`config.mk`:
```
export PLATFORM = sky130hd
export DESIGN_NAME = t16wc_timer
export DESIGN_NICKNAME = d
export VERILOG_FILES = /design/src/core/t16wc_pkg.sv /design/src/core/t16wc_prescale.sv /design/src/core/t16wc_timer.sv
export VERILOG_INCLUDE_DIRS = /design/src /design/src/core
export SDC_FILE = /design/constraint.sdc
export NUM_CORES = 1
export LEC_CHECK = 0
export ABC_AREA = 0
export ABC_CLOCK_PERIOD_IN_PS = 5410
export CAP_MARGIN = 20
export CORE_UTILIZATION = 52
export CTS_CLUSTER_SIZE = 28
export DETAILED_ROUTE_END_ITERATION = 8
export DONT_BUFFER_PORTS = 1
export PLACE_DENSITY = 0.73
export SLEW_MARGIN = 20
export SYNTH_ARGS = -nofsm -noshare
export SYNTH_HDL_FRONTEND = slang
export SYNTH_SLANG_ARGS = --single-unit
```
`constraint.sdc`:
```
create_clock -name clk -period 5.41 [get_ports clk]
set_input_delay 0.541 -clock clk [delete_from_list [all_inputs] [get_ports clk]]
set_output_delay 0.541 -clock clk [all_outputs]
set_load 0.005 [all_outputs]
```
`src/core/t16wc_regs.svh`:
```
// register indices, field positions, codes, prescale masks and counter constants of the timer block
`ifndef T16WC_REGS_SVH
`define T16WC_REGS_SVH

`define T16WC_IDX_RUN_CTL 6'h00
`define T16WC_IDX_WAVE_CFG 6'h01
`define T16WC_IDX_LVL_PRE 6'h02
`define T16WC_IDX_SPLIT_SEL 6'h03
`define T16WC_IDX_CMD_CLR 6'h04
`define T16WC_IDX_CMD_SET 6'h05
`define T16WC_IDX_BUF_CLR 6'h06
`define T16WC_IDX_BUF_SET 6'h07
`define T16WC_IDX_EVT_CTL 6'h09
`define T16WC_IDX_IRQ_EN 6'h0a
`define T16WC_IDX_IRQ_FLG 6'h0b
`define T16WC_IDX_HALT_CTL 6'h0e
`define T16WC_IDX_STAGE 6'h0f
`define T16WC_IDX_COUNT 6'h20
`define T16WC_IDX_TOP 6'h26
`define T16WC_IDX_MATCH0 6'h28
`define T16WC_IDX_MATCH1 6'h2a
`define T16WC_IDX_MATCH2 6'h2c
`define T16WC_IDX_TOPBUF 6'h36
`define T16WC_IDX_MBUF0 6'h38
`define T16WC_IDX_MBUF1 6'h3a
`define T16WC_IDX_MBUF2 6'h3c

`define T16WC_RUN_BIT 0
`define T16WC_PSEL_MSB 3
`define T16WC_PSEL_LSB 1
`define T16WC_KIND_MSB 2
`define T16WC_KIND_LSB 0
`define T16WC_ATL_BIT 3
`define T16WC_OVR_MSB 6
`define T16WC_OVR_LSB 4
`define T16WC_CMD_MSB 3
`define T16WC_CMD_LSB 2
`define T16WC_LOCK_BIT 1
`define T16WC_DIR_BIT 0
`define T16WC_TBV_BIT 0
`define T16WC_MBV_MSB 3
`define T16WC_MBV_LSB 1
`define T16WC_WRAP_BIT 0
`define T16WC_HIT_MSB 6
`define T16WC_HIT_LSB 4

`define T16WC_KIND_NORMAL 3'h0
`define T16WC_KIND_FREQ 3'h1
`define T16WC_KIND_ONE_RAMP 3'h3
`define T16WC_KIND_TWO_TOP 3'h5
`define T16WC_KIND_TWO_BOTH 3'h6
`define T16WC_KIND_TWO_LOW 3'h7

`define T16WC_CMD_NONE 2'h0
`define T16WC_CMD_UPDATE 2'h1
`define T16WC_CMD_RESTART 2'h2
`define T16WC_CMD_RESET 2'h3

`define T16WC_MASK_DIV1 10'h000
`define T16WC_MASK_DIV2 10'h001
`define T16WC_MASK_DIV4 10'h003
`define T16WC_MASK_DIV8 10'h007
`define T16WC_MASK_DIV16 10'h00f
`define T16WC_MASK_DIV64 10'h03f
`define T16WC_MASK_DIV256 10'h0ff
`define T16WC_MASK_DIV1024 10'h3ff

`define T16WC_CNT_ZERO 16'h0000
`define T16WC_CNT_ONE 16'h0001

`endif

```
`src/core/t16wc_pkg.sv`:
```
// types shared by the timer block
package t16wc_pkg;
  typedef enum logic {T16WC_UP, T16WC_DOWN} t16wc_dir_e;

  typedef struct packed {
    logic [9:0] cnt;
  } t16wc_presc_s;

  typedef struct packed {
    logic [3:0] run_ctl;
    logic [6:0] wave_cfg;
    logic [2:0] lvl_pre;
    logic split;
    logic lock;
    t16wc_dir_e dir;
    logic [3:0] bv;
    logic [2:0] evt;
    logic [3:0] irq_en;
    logic [3:0] irq_flg;
    logic halt;
    logic [7:0] stage;
    logic [15:0] cnt;
    logic [15:0] top;
    logic [15:0] topbuf;
    logic [2:0][15:0] match;
    logic [2:0][15:0] mbuf;
    logic [2:0] wg;
    logic [2:0] pin;
    logic [31:0] rdata;
  } t16wc_state_s;
endpackage : t16wc_pkg

```
`src/core/t16wc_prescale.sv`:
```
// prescaler that turns the peripheral clock into timer ticks
`timescale 1ns/100ps
`include "t16wc_regs.svh"

module t16wc_prescale (
  input wire logic clk,
  input wire logic reset,
  input wire logic run,
  input wire logic [2:0] select,
  output logic tick
);
  t16wc_pkg::t16wc_presc_s s_q;
  t16wc_pkg::t16wc_presc_s s_d;
  logic [9:0] mask;

  function automatic logic [9:0] div_mask(input logic [2:0] sel);
    case (sel)
      3'h0: div_mask = `T16WC_MASK_DIV1;
      3'h1: div_mask = `T16WC_MASK_DIV2;
      3'h2: div_mask = `T16WC_MASK_DIV4;
      3'h3: div_mask = `T16WC_MASK_DIV8;
      3'h4: div_mask = `T16WC_MASK_DIV16;
      3'h5: div_mask = `T16WC_MASK_DIV64;
      3'h6: div_mask = `T16WC_MASK_DIV256;
      default: div_mask = `T16WC_MASK_DIV1024;
    endcase
  endfunction : div_mask

  assign mask = div_mask(select);
  assign tick = run && ((s_q.cnt & mask) == mask);

  always_comb
  begin
    s_d = s_q;
    s_d.cnt = run ? (s_q.cnt + 10'h001) : 10'h000;
  end

  always_ff @(posedge clk)
  begin
    if (reset)
      s_q <= '0;
    else
      s_q <= s_d;
  end
endmodule : t16wc_prescale

```
`src/core/t16wc_timer.sv`:
```
// 16-bit timer control, buffering, waveform select and apb register file
//
// The APB slave port was left to the implementer.
`timescale 1ns/100ps
`include "t16wc_regs.svh"

// Operation
// - tick is the clock divided by 1,2,4,8,16,64,256 or 1024 per select
// - run bit 0 disables or enables the timer
// - in the waveform kinds a set override bit makes channel waveform replace port output value
// - auto lock holds lock until all enabled channel buffers are written
// - lock then stays clear until update copies buffers and sets lock again
// - with auto lock off hardware never changes the lock bit
// - kind codes: normal, frequency, one-ramp pwm, three two-ramp pwm kinds
// - top is the top register except in frequency kind, where match 0
// - per-kind points for loading buffers and raising the wrap flag
// - normal kind drives no waveform on any pin
// - generator result reaches a pin only with its override bit set
// - lock set blocks copying at update points but not on the update command; lock clear copies at the next update point
// - buffer write sets its written flag; update clears it
// - while stopped, level presets drive the generator outputs directly
// - command codes none, update, restart, reset; reset only when stopped
module t16wc_timer (
  input wire logic clk,
  input wire logic reset,
  input wire logic psel,
  input wire logic penable,
  input wire logic pwrite,
  input wire logic [7:0] paddr,
  input wire logic [31:0] pwdata,
  output logic [31:0] prdata,
  output logic pready,
  output logic pslverr,
  input wire logic [2:0] port_out,
  output logic [2:0] waveform_pin
);
  t16wc_pkg::t16wc_state_s s_q;
  t16wc_pkg::t16wc_state_s s_d;
  logic tick;
  logic [5:0] idx;
  logic wr;
  logic mapped;
  logic [2:0] kind;
  logic run;
  logic atl;
  logic [2:0] ovr;
  logic dual;
  logic wave_kind;
  logic [15:0] top_src;
  logic at_top;
  logic at_bot;
  logic upd_evt;
  logic wrap_evt;
  logic [1:0] cmd;
  logic do_copy;

  function automatic logic is_mapped(input logic [5:0] i);
    if (i == `T16WC_IDX_RUN_CTL || i == `T16WC_IDX_WAVE_CFG || i == `T16WC_IDX_LVL_PRE)
      is_mapped = 1'b1;
    else if (i == `T16WC_IDX_SPLIT_SEL || i == `T16WC_IDX_CMD_CLR || i == `T16WC_IDX_CMD_SET)
      is_mapped = 1'b1;
    else if (i == `T16WC_IDX_BUF_CLR || i == `T16WC_IDX_BUF_SET || i == `T16WC_IDX_EVT_CTL)
      is_mapped = 1'b1;
    else if (i == `T16WC_IDX_IRQ_EN || i == `T16WC_IDX_IRQ_FLG || i == `T16WC_IDX_HALT_CTL)
      is_mapped = 1'b1;
    else if (i == `T16WC_IDX_STAGE || i == `T16WC_IDX_COUNT || i == `T16WC_IDX_TOP)
      is_mapped = 1'b1;
    else if (i == `T16WC_IDX_MATCH0 || i == `T16WC_IDX_MATCH1 || i == `T16WC_IDX_MATCH2)
      is_mapped = 1'b1;
    else if (i == `T16WC_IDX_TOPBUF || i == `T16WC_IDX_MBUF0 || i == `T16WC_IDX_MBUF1)
      is_mapped = 1'b1;
    else
      is_mapped = (i == `T16WC_IDX_MBUF2);
  endfunction : is_mapped

  function automatic logic [31:0] rd_word(input t16wc_pkg::t16wc_state_s s,
                                          input logic [5:0] i);
    // command field always reads zero
    if (i == `T16WC_IDX_RUN_CTL)
      rd_word = {28'h0000000, s.run_ctl};
    else if (i == `T16WC_IDX_WAVE_CFG)
      rd_word = {25'h0000000, s.wave_cfg};
    else if (i == `T16WC_IDX_LVL_PRE)
      rd_word = {29'h00000000, s.lvl_pre};
    else if (i == `T16WC_IDX_SPLIT_SEL)
      rd_word = {31'h00000000, s.split};
    else if (i == `T16WC_IDX_CMD_CLR || i == `T16WC_IDX_CMD_SET)
      rd_word = {30'h00000000, s.lock, s.dir};
    else if (i == `T16WC_IDX_BUF_CLR || i == `T16WC_IDX_BUF_SET)
      rd_word = {28'h0000000, s.bv};
    else if (i == `T16WC_IDX_EVT_CTL)
      rd_word = {29'h00000000, s.evt};
    else if (i == `T16WC_IDX_IRQ_EN)
      rd_word = {25'h0000000, s.irq_en[3:1], 3'h0, s.irq_en[0]};
    else if (i == `T16WC_IDX_IRQ_FLG)
      rd_word = {25'h0000000, s.irq_flg[3:1], 3'h0, s.irq_flg[0]};
    else if (i == `T16WC_IDX_HALT_CTL)
      rd_word = {31'h00000000, s.halt};
    else if (i == `T16WC_IDX_STAGE)
      rd_word = {24'h000000, s.stage};
    else if (i == `T16WC_IDX_COUNT)
      rd_word = {16'h0000, s.cnt};
    else if (i == `T16WC_IDX_TOP)
      rd_word = {16'h0000, s.top};
    else if (i == `T16WC_IDX_MATCH0)
      rd_word = {16'h0000, s.match[0]};
    else if (i == `T16WC_IDX_MATCH1)
      rd_word = {16'h0000, s.match[1]};
    else if (i == `T16WC_IDX_MATCH2)
      rd_word = {16'h0000, s.match[2]};
    else if (i == `T16WC_IDX_TOPBUF)
      rd_word = {16'h0000, s.topbuf};
    else if (i == `T16WC_IDX_MBUF0)
      rd_word = {16'h0000, s.mbuf[0]};
    else if (i == `T16WC_IDX_MBUF1)
      rd_word = {16'h0000, s.mbuf[1]};
    else if (i == `T16WC_IDX_MBUF2)
      rd_word = {16'h0000, s.mbuf[2]};
    else
      rd_word = 32'h00000000;
  endfunction : rd_word

  t16wc_prescale u_prescale (
    .clk(clk),
    .reset(reset),
    .run(run),
    .select(s_q.run_ctl[`T16WC_PSEL_MSB:`T16WC_PSEL_LSB]),
    .tick(tick)
  );

  assign idx = paddr[7:2];
  assign mapped = is_mapped(idx) && (paddr[1:0] == 2'h0);
  assign wr = psel && penable && pwrite && mapped;
  assign pready = 1'b1;
  assign pslverr = psel && penable && !mapped;
  assign prdata = s_q.rdata;
  assign waveform_pin = s_q.pin;

  assign run = s_q.run_ctl[`T16WC_RUN_BIT];
  assign kind = s_q.wave_cfg[`T16WC_KIND_MSB:`T16WC_KIND_LSB];
  assign atl = s_q.wave_cfg[`T16WC_ATL_BIT];
  assign ovr = s_q.wave_cfg[`T16WC_OVR_MSB:`T16WC_OVR_LSB];
  assign dual = (kind == `T16WC_KIND_TWO_TOP) || (kind == `T16WC_KIND_TWO_BOTH) ||
                (kind == `T16WC_KIND_TWO_LOW);
  assign wave_kind = dual || (kind == `T16WC_KIND_FREQ) || (kind == `T16WC_KIND_ONE_RAMP);
  assign top_src = (kind == `T16WC_KIND_FREQ) ? s_q.match[0] : s_q.top;
  assign at_top = run && tick && (s_q.cnt == top_src) && (s_q.dir == t16wc_pkg::T16WC_UP);
  assign at_bot = run && tick && dual && (s_q.cnt == `T16WC_CNT_ZERO) &&
                  (s_q.dir == t16wc_pkg::T16WC_DOWN);
  // load and wrap points per kind
  assign upd_evt = dual ? at_bot : at_top;
  assign wrap_evt = (kind == `T16WC_KIND_TWO_BOTH) ? (at_top || at_bot) :
                    (kind == `T16WC_KIND_TWO_LOW) ? at_bot : at_top;
  // command only from the set register
  assign cmd = (wr && idx == `T16WC_IDX_CMD_SET) ?
               pwdata[`T16WC_CMD_MSB:`T16WC_CMD_LSB] : `T16WC_CMD_NONE;
  // lock blocks copying, forced update ignores it
  assign do_copy = (upd_evt && !s_q.lock) || (cmd == `T16WC_CMD_UPDATE);

  always_comb
  begin
    s_d = s_q;
    if (run && tick)
    begin
      if (dual)
      begin
        if (at_top)
        begin
          s_d.dir = t16wc_pkg::T16WC_DOWN;
          s_d.cnt = s_q.cnt - `T16WC_CNT_ONE;
        end
        else if (at_bot)
        begin
          s_d.dir = t16wc_pkg::T16WC_UP;
          s_d.cnt = s_q.cnt + `T16WC_CNT_ONE;
        end
        else if (s_q.dir == t16wc_pkg::T16WC_DOWN)
          s_d.cnt = s_q.cnt - `T16WC_CNT_ONE;
        else
          s_d.cnt = s_q.cnt + `T16WC_CNT_ONE;
      end
      else
        s_d.cnt = at_top ? `T16WC_CNT_ZERO : (s_q.cnt + `T16WC_CNT_ONE);
    end
    // generator outputs
    for (int i = 0; i < 3; i++)
    begin
      if (!run)
        s_d.wg[i] = s_q.lvl_pre[i];
      else if (tick && s_q.cnt == s_q.match[i])
      begin
        s_d.irq_flg[i + 1] = 1'b1;
        if (kind == `T16WC_KIND_FREQ)
          s_d.wg[i] = !s_q.wg[i];
        else if (kind == `T16WC_KIND_ONE_RAMP)
          s_d.wg[i] = 1'b0;
        else if (dual)
          s_d.wg[i] = (s_q.dir == t16wc_pkg::T16WC_DOWN);
      end
      else if (kind == `T16WC_KIND_ONE_RAMP && at_top)
        s_d.wg[i] = 1'b1;
    end
    // auto lock clears once enabled buffers are written
    if (atl && s_q.lock && ((s_q.bv[`T16WC_MBV_MSB:`T16WC_MBV_LSB] & ovr) == ovr))
      s_d.lock = 1'b0;
    if (do_copy)
    begin
      if (s_q.bv[`T16WC_TBV_BIT])
        s_d.top = s_q.topbuf;
      for (int i = 0; i < 3; i++)
      begin
        if (s_q.bv[i + 1])
          s_d.match[i] = s_q.mbuf[i];
      end
      s_d.bv = 4'h0;
      // lock is set again at the update, never without auto lock
      if (atl)
        s_d.lock = 1'b1;
    end
    // software writes
    if (wr)
    begin
      if (idx == `T16WC_IDX_RUN_CTL)
        s_d.run_ctl = pwdata[3:0];
      else if (idx == `T16WC_IDX_WAVE_CFG)
      begin
        s_d.wave_cfg = pwdata[6:0];
        // turning auto lock on locks until the enabled buffers are written
        if (pwdata[`T16WC_ATL_BIT] && !atl)
          s_d.lock = 1'b1;
      end
      else if (idx == `T16WC_IDX_LVL_PRE)
        s_d.lvl_pre = pwdata[2:0];
      else if (idx == `T16WC_IDX_SPLIT_SEL)
        s_d.split = pwdata[0];
      else if (idx == `T16WC_IDX_CMD_CLR)
      begin
        if (pwdata[`T16WC_LOCK_BIT])
          s_d.lock = 1'b0;
        if (pwdata[`T16WC_DIR_BIT])
          s_d.dir = t16wc_pkg::T16WC_UP;
      end
      else if (idx == `T16WC_IDX_CMD_SET)
      begin
        if (pwdata[`T16WC_LOCK_BIT])
          s_d.lock = 1'b1;
        if (pwdata[`T16WC_DIR_BIT])
          s_d.dir = t16wc_pkg::T16WC_DOWN;
      end
      else if (idx == `T16WC_IDX_BUF_CLR)
        s_d.bv = s_d.bv & ~pwdata[3:0];
      else if (idx == `T16WC_IDX_BUF_SET)
        s_d.bv = s_d.bv | pwdata[3:0];
      else if (idx == `T16WC_IDX_EVT_CTL)
        s_d.evt = pwdata[2:0];
      else if (idx == `T16WC_IDX_IRQ_EN)
        s_d.irq_en = {pwdata[`T16WC_HIT_MSB:`T16WC_HIT_LSB], pwdata[`T16WC_WRAP_BIT]};
      else if (idx == `T16WC_IDX_IRQ_FLG)
        // write one clears, but a hit in this cycle stays set
        s_d.irq_flg = s_q.irq_flg & ~{pwdata[`T16WC_HIT_MSB:`T16WC_HIT_LSB],
                                      pwdata[`T16WC_WRAP_BIT]};
      else if (idx == `T16WC_IDX_HALT_CTL)
        s_d.halt = pwdata[0];
      else if (idx == `T16WC_IDX_STAGE)
        s_d.stage = pwdata[7:0];
      else if (idx == `T16WC_IDX_COUNT)
        s_d.cnt = pwdata[15:0];
      else if (idx == `T16WC_IDX_TOP)
        s_d.top = pwdata[15:0];
      else if (idx == `T16WC_IDX_MATCH0)
        s_d.match[0] = pwdata[15:0];
      else if (idx == `T16WC_IDX_MATCH1)
        s_d.match[1] = pwdata[15:0];
      else if (idx == `T16WC_IDX_MATCH2)
        s_d.match[2] = pwdata[15:0];
      else if (idx == `T16WC_IDX_TOPBUF)
      begin
        s_d.topbuf = pwdata[15:0];
        s_d.bv[`T16WC_TBV_BIT] = 1'b1;
      end
      else if (idx == `T16WC_IDX_MBUF0 || idx == `T16WC_IDX_MBUF1 || idx == `T16WC_IDX_MBUF2)
      begin
        s_d.mbuf[idx[2:1]] = pwdata[15:0];
        s_d.bv[idx[2:1] + 2'h1] = 1'b1;
      end
    end
    // hits in the cycle of a clear win
    if (wrap_evt)
      s_d.irq_flg[`T16WC_WRAP_BIT] = 1'b1;
    for (int i = 0; i < 3; i++)
    begin
      if (run && tick && s_q.cnt == s_q.match[i])
        s_d.irq_flg[i + 1] = 1'b1;
    end
    if (cmd == `T16WC_CMD_RESTART)
    begin
      s_d.cnt = `T16WC_CNT_ZERO;
      s_d.dir = t16wc_pkg::T16WC_UP;
      s_d.wg = 3'h0;
    end
    else if (cmd == `T16WC_CMD_RESET && !run)
      s_d = '0;
    // override selects generator or port value
    for (int i = 0; i < 3; i++)
      s_d.pin[i] = (wave_kind && ovr[i]) ? s_q.wg[i] : port_out[i];
    if (psel && !penable && !pwrite)
      s_d.rdata = rd_word(s_q, idx);
  end

  always_ff @(posedge clk)
  begin
    if (reset)
      s_q <= '0;
    else
      s_q <= s_d;
  end

  AST_DIV1_EVERY_CYCLE: assert property (@(posedge clk) disable iff (reset)
    (run && s_q.run_ctl[`T16WC_PSEL_MSB:`T16WC_PSEL_LSB] == 3'h0) |-> tick)
    else $error("undivided prescale missed a tick");
  AST_HOLD_STOPPED: assert property (@(posedge clk) disable iff (reset)
    (!run && !wr) |=> $stable(s_q.cnt))
    else $error("counter moved while stopped");
  AST_PORT_KEPT: assert property (@(posedge clk) disable iff (reset)
    (!reset && !ovr[0]) |=> (s_q.pin[0] == $past(port_out[0])))
    else $error("pin left port value without override");
  AST_NORMAL_NO_WAVE: assert property (@(posedge clk) disable iff (reset)
    (!reset && kind == `T16WC_KIND_NORMAL) |=> (s_q.pin == $past(port_out)))
    else $error("normal kind drove a waveform");
  AST_WAVE_ON_PIN: assert property (@(posedge clk) disable iff (reset)
    (wave_kind && ovr[1]) |=> (s_q.pin[1] == $past(s_q.wg[1])))
    else $error("generator result missing on pin");
  AST_AUTO_UNLOCK: assert property (@(posedge clk) disable iff (reset)
    (atl && s_q.lock && !wr && !do_copy &&
     ((s_q.bv[`T16WC_MBV_MSB:`T16WC_MBV_LSB] & ovr) == ovr)) |=> !s_q.lock)
    else $error("auto lock not released");
  AST_RELOCK_AT_UPDATE: assert property (@(posedge clk) disable iff (reset)
    (atl && !s_q.lock && upd_evt && !wr) |=> s_q.lock)
    else $error("lock not set at update");
  AST_NO_HW_LOCK: assert property (@(posedge clk) disable iff (reset)
    (!atl && !wr) |=> $stable(s_q.lock))
    else $error("hardware changed lock");
  AST_LOCKED_NO_COPY: assert property (@(posedge clk) disable iff (reset)
    (s_q.lock && upd_evt && !wr) |=> ($stable(s_q.match) && $stable(s_q.top)))
    else $error("copy happened under lock");
  AST_FLAG_ON_WRITE: assert property (@(posedge clk) disable iff (reset)
    (wr && idx == `T16WC_IDX_MBUF0) |=> s_q.bv[1])
    else $error("buffer flag not set");
  AST_PRESET_STOPPED: assert property (@(posedge clk) disable iff (reset)
    (!run && !wr) |=> (s_q.wg == $past(s_q.lvl_pre)))
    else $error("preset not applied");
  AST_CMD_READS_ZERO: assert property (@(posedge clk) disable iff (reset)
    (psel && penable && !pwrite && idx == `T16WC_IDX_CMD_SET) |-> (prdata[3:2] == 2'h0))
    else $error("command field read nonzero");
  AST_FREQ_TOP: assert property (@(posedge clk) disable iff (reset)
    (kind == `T16WC_KIND_FREQ && at_top && !wr) |=> (s_q.cnt == `T16WC_CNT_ZERO))
    else $error("frequency kind did not wrap at match 0");
  AST_WRAP_FLAG: assert property (@(posedge clk) disable iff (reset)
    (kind == `T16WC_KIND_TWO_LOW && at_bot) |=> s_q.irq_flg[`T16WC_WRAP_BIT])
    else $error("wrap flag not raised at bottom");
endmodule : t16wc_timer

```
==> implementation parameters <==
Parameter                              Value

Final layout
  Antenna diodes    0
  Non-filler cells in the finished layout    approximately 1,900
  Multi-input combinational cell area    roughly 7700 um^2
  Register Area    approximately 4300 um^2
  Growth of design area from synthesis to finish    5.25%
  Final non-filler cell area    about 14,000 um^2
  Net count, final    roughly 1,600
  Fraction of final layout cells with drive strength greater than 1    0.0601
  Fillcell total    2,292

Synth
  Cell accounting for the most synthesized area    sky130_fd_sc_hd__dfxtp_1
  Most used flip-flop cell after synthesis    sky130_fd_sc_hd__dfxtp_1
  Proportion of synthesized area in mux cells    0.0980
  Fraction of synthesized cell area taken by the top area cell type    0.337
  Synth Area in Adders    0.00291
  Fraction of the yosys area taken by sequential cells    0.337
  Leading cell types by count after synthesis    sky130_fd_sc_hd__dfxtp_1, sky130_fd_sc_hd__nand2_1, sky130_fd_sc_hd__a21oi_1
  Xor/xnor cell area share of the yosys netlist    0.0496
  Number of distinct standard cells referenced by the synthesized netlist    89
  Flip-flop and latch count after synthesis    about 220
  Share of synthesized registers carrying an async set or reset    0
  Gate count after technology mapping    1,671
  Number of synthesized flops with an enable pin    0
  Dominant combinational cell family by area after synthesis    compound AO/OA/AOI/OAI gates
  Leading cell type by number of instances after synthesis    sky130_fd_sc_hd__dfxtp_1
  Complex-gate fraction of the synthesized area    0.236
  Count of yosys warnings during synthesis    0
  Post-synth design cell area    approximately 13,000 um^2
  Mean post-synth cell area    around 7.7 um^2
  Basic-gate share of the synthesized area counting and, or, nand and nor cells    0.201
  Top cells by area in the synthesized netlist    sky130_fd_sc_hd__dfxtp_1, sky130_fd_sc_hd__mux2i_1, sky130_fd_sc_hd__a21oi_1

STA
  RSZ-0062 raised after global routing    false
  Share of the clock period used by the worst path after layout    0.735
  Final Hold Viols    0
  Total of endpoints with negative setup slack in the final report    0
  Shortest period the worst path allows    3.98 ns
  Count of pins over their slew limit    0
  Relative slew margins    0.250
  Total Neg Setup Slack    0 ns
  Tightest hold margin    between 0.09 and 0.1 ns
  Transition time at the pin with the least slew margin    1.13 ns
  Skew final    between 0.01 and 0.015 ns
  Maximum clock frequency    0.251 GHz

Routing
  Antenna-violating nets left    0
  Sum of routed wire length over all layers    between 40 and 50 mm
  Routed via count    between 10,000 and 15,000
  Routed length per placed instance    approximately 24 um
  Number of DRC markers in iteration 0    about 1,500
  Detailed-route DRC error count    0
  Total iterations of the first detailed-routing run    7
  Via-per-instance ratio    ~6.6

Worst setup path
  Type of the worst setup path    register to register
  Worst setup EP type    register
  Data required time of the critical path    5.87 ns
  Critical Path Slowest Stage Cell    sky130_fd_sc_hd__nor3b_1
  Largest stage delay on the critical path    ~0.83 ns
  Endpoint arrival time on the critical path    4.43 ns
  Kind of launch point of the worst setup path    register
  Cell breakdown of the critical path    nor3b_1, nor4_1, o32a_1, and3_1, nand3_1, nand2_1, a211oi_1, a32oi_1, o21ai_1
  Largest driver fanout on the critical path    10

Floorplan
  Initial Utilization    0.530
  Floorplan Core Area    24,300 um^2
  Top Ports    85
  Vertical die dimension    around 160 um
  Placement Rows    57
  Horizontal extent of the die    around 160 um
  Die Area    around 25,000 um^2

Clocking
  Post-CTS repair timing setup buffer count    0
  Number of resized instances in the post-cts repair step    0
  Quantity of hold-fixing buffers added after cts    0
  CTS root buffer    sky130_fd_sc_hd__clkbuf_16
  Clk slew on worst S/H paths    around 0.06 ns
  Number of levels the H-tree was split into    1
  Clock tree from TritonCTS    yes
  Number of sinks driven by the clock tree    between 200 and 250
  Worst-Skew Late Latency    0.53 ns
  Maximum buffer depth of the clock tree    3
  TritonCTS buffer count    25

Global route
  Initial antenna violation count    0
  Overall overflow remaining after global route    0
  Number of global-route vias before repair    approximately 12,000
  Total global-route track usage    0.356
  Maximum number of pins on one net before global-route repair    between 60 and 70
  Global-route wire length before repair    70.3 mm

Place
  Total instance count after detailed placement    ~1,900
  Placer congestion estimate    approximately 1
  Cell area after placement    ~13,000 um^2
  Count of buffers from port buffering    0
  Detailed Place HPWL    about 32 mm

Power
  Peak supply drop    ~240 uV
  Power per cell area    about 260 nW/um^2
  Leakage power of the design    5.43 nW

Outcome
  Result of the run    finished clean

Worst hold path
  Worst hold path type    primary input to register

Flow run
  Maxcap violations    0
## stage by stage
stage | worst slack (ns) | utilization | total power [W]
final | 1.43 | 0.558 | 0.00347
after global placement | 1.59 | 0.524 | 0.00178
after detailed placement | 1.55 | 0.524 | 0.00178
after CTS | 1.55 | 0.558 | 0.00347
after global routing | 1.26 | 0.558 | 0.00355
after floorplan | 2.24 | - | 0.00178
## worst paths after layout
| path | slack, ns | to | startpoint | cells past startpoint |
|---|---|---|---|---|
| max reg2reg | 1.43 | s_q[175] | kind[0] | 9 |
| max | 1.43 | s_q[175] | kind[0] | 9 |
| min reg2reg | 0.47 | s_q[190] | s_q[190] | 2 |
| min | 0.09 | waveform_pin[2] | reset | 1 |
## critical path: cells and delay by family (launching register included)
kind             cells  cell delay [ns]
AO/OA/AOI/OAI        4             1.33
flip-flops           1             0.61
AND/OR/NAND/NOR      5             1.95
## registers in the layout, indices dropped and copies added (netlist names)
name and cells:
atl 1, kind 3, ovr 3, prdata 16, run 1, s_q 180
u_prescale.s_q 10, waveform_pin 3
## cells by family (layout without fill, tap and decap cells)
| family | after synthesis | in the layout |
|---|---|---|
| compound gates | 488 | 488 |
| xor+xnor | 73 | 73 |
| fa+ha+maj | 3 | 3 |
| buf+inv | 204 | 99 |
| flops | 217 | 217 |
| mux | 126 | 126 |
| other cells | 2 | 17 |
| simple gates | 558 | 558 |
## where the power goes
part	internal [W]	switching, W
Sequential	0.00160	0.00000584
Combinational	0.0000426	0.000102
Clock	0.00104	0.000678
Total	0.00268	0.000786
## area by class of cell
type,count,share of cell area
Timing Repair Buffer,28,0.0155
Inverter,29,0.00803
Multi-Input combinational cell,1265,0.566
Tap cell,324,0.0299
Sequential cell,217,0.320
Clock buffer,36,0.0521
Clock inverter,6,0.00775
## layer usage
metal,global-route usage,part of all wire,vias up
li1,-,-,5786
met1,0.489,0.42,5953
met2,0.565,0.44,693
met3,0.0610,0.10,111
met4,0.121,0.034,2
met5,0.0133,0.00098,-
## cells in the final DEF, fill, tap and decap left out, types with 23 or more instances in the layout
master and count:
sky130_fd_sc_hd__a21oi_1 171, sky130_fd_sc_hd__buf_4 28, sky130_fd_sc_hd__clkbuf_16 25, sky130_fd_sc_hd__dfxtp_1 217, sky130_fd_sc_hd__inv_1 28, sky130_fd_sc_hd__mux2i_1 125, sky130_fd_sc_hd__nand2_1 178, sky130_fd_sc_hd__nand3_1 51
sky130_fd_sc_hd__nor2_1 164, sky130_fd_sc_hd__nor3_1 40, sky130_fd_sc_hd__nor4_1 23, sky130_fd_sc_hd__o21ai_0 113, sky130_fd_sc_hd__o22ai_1 25, sky130_fd_sc_hd__xor2_1 56
(Power assumes the default switching activity.)
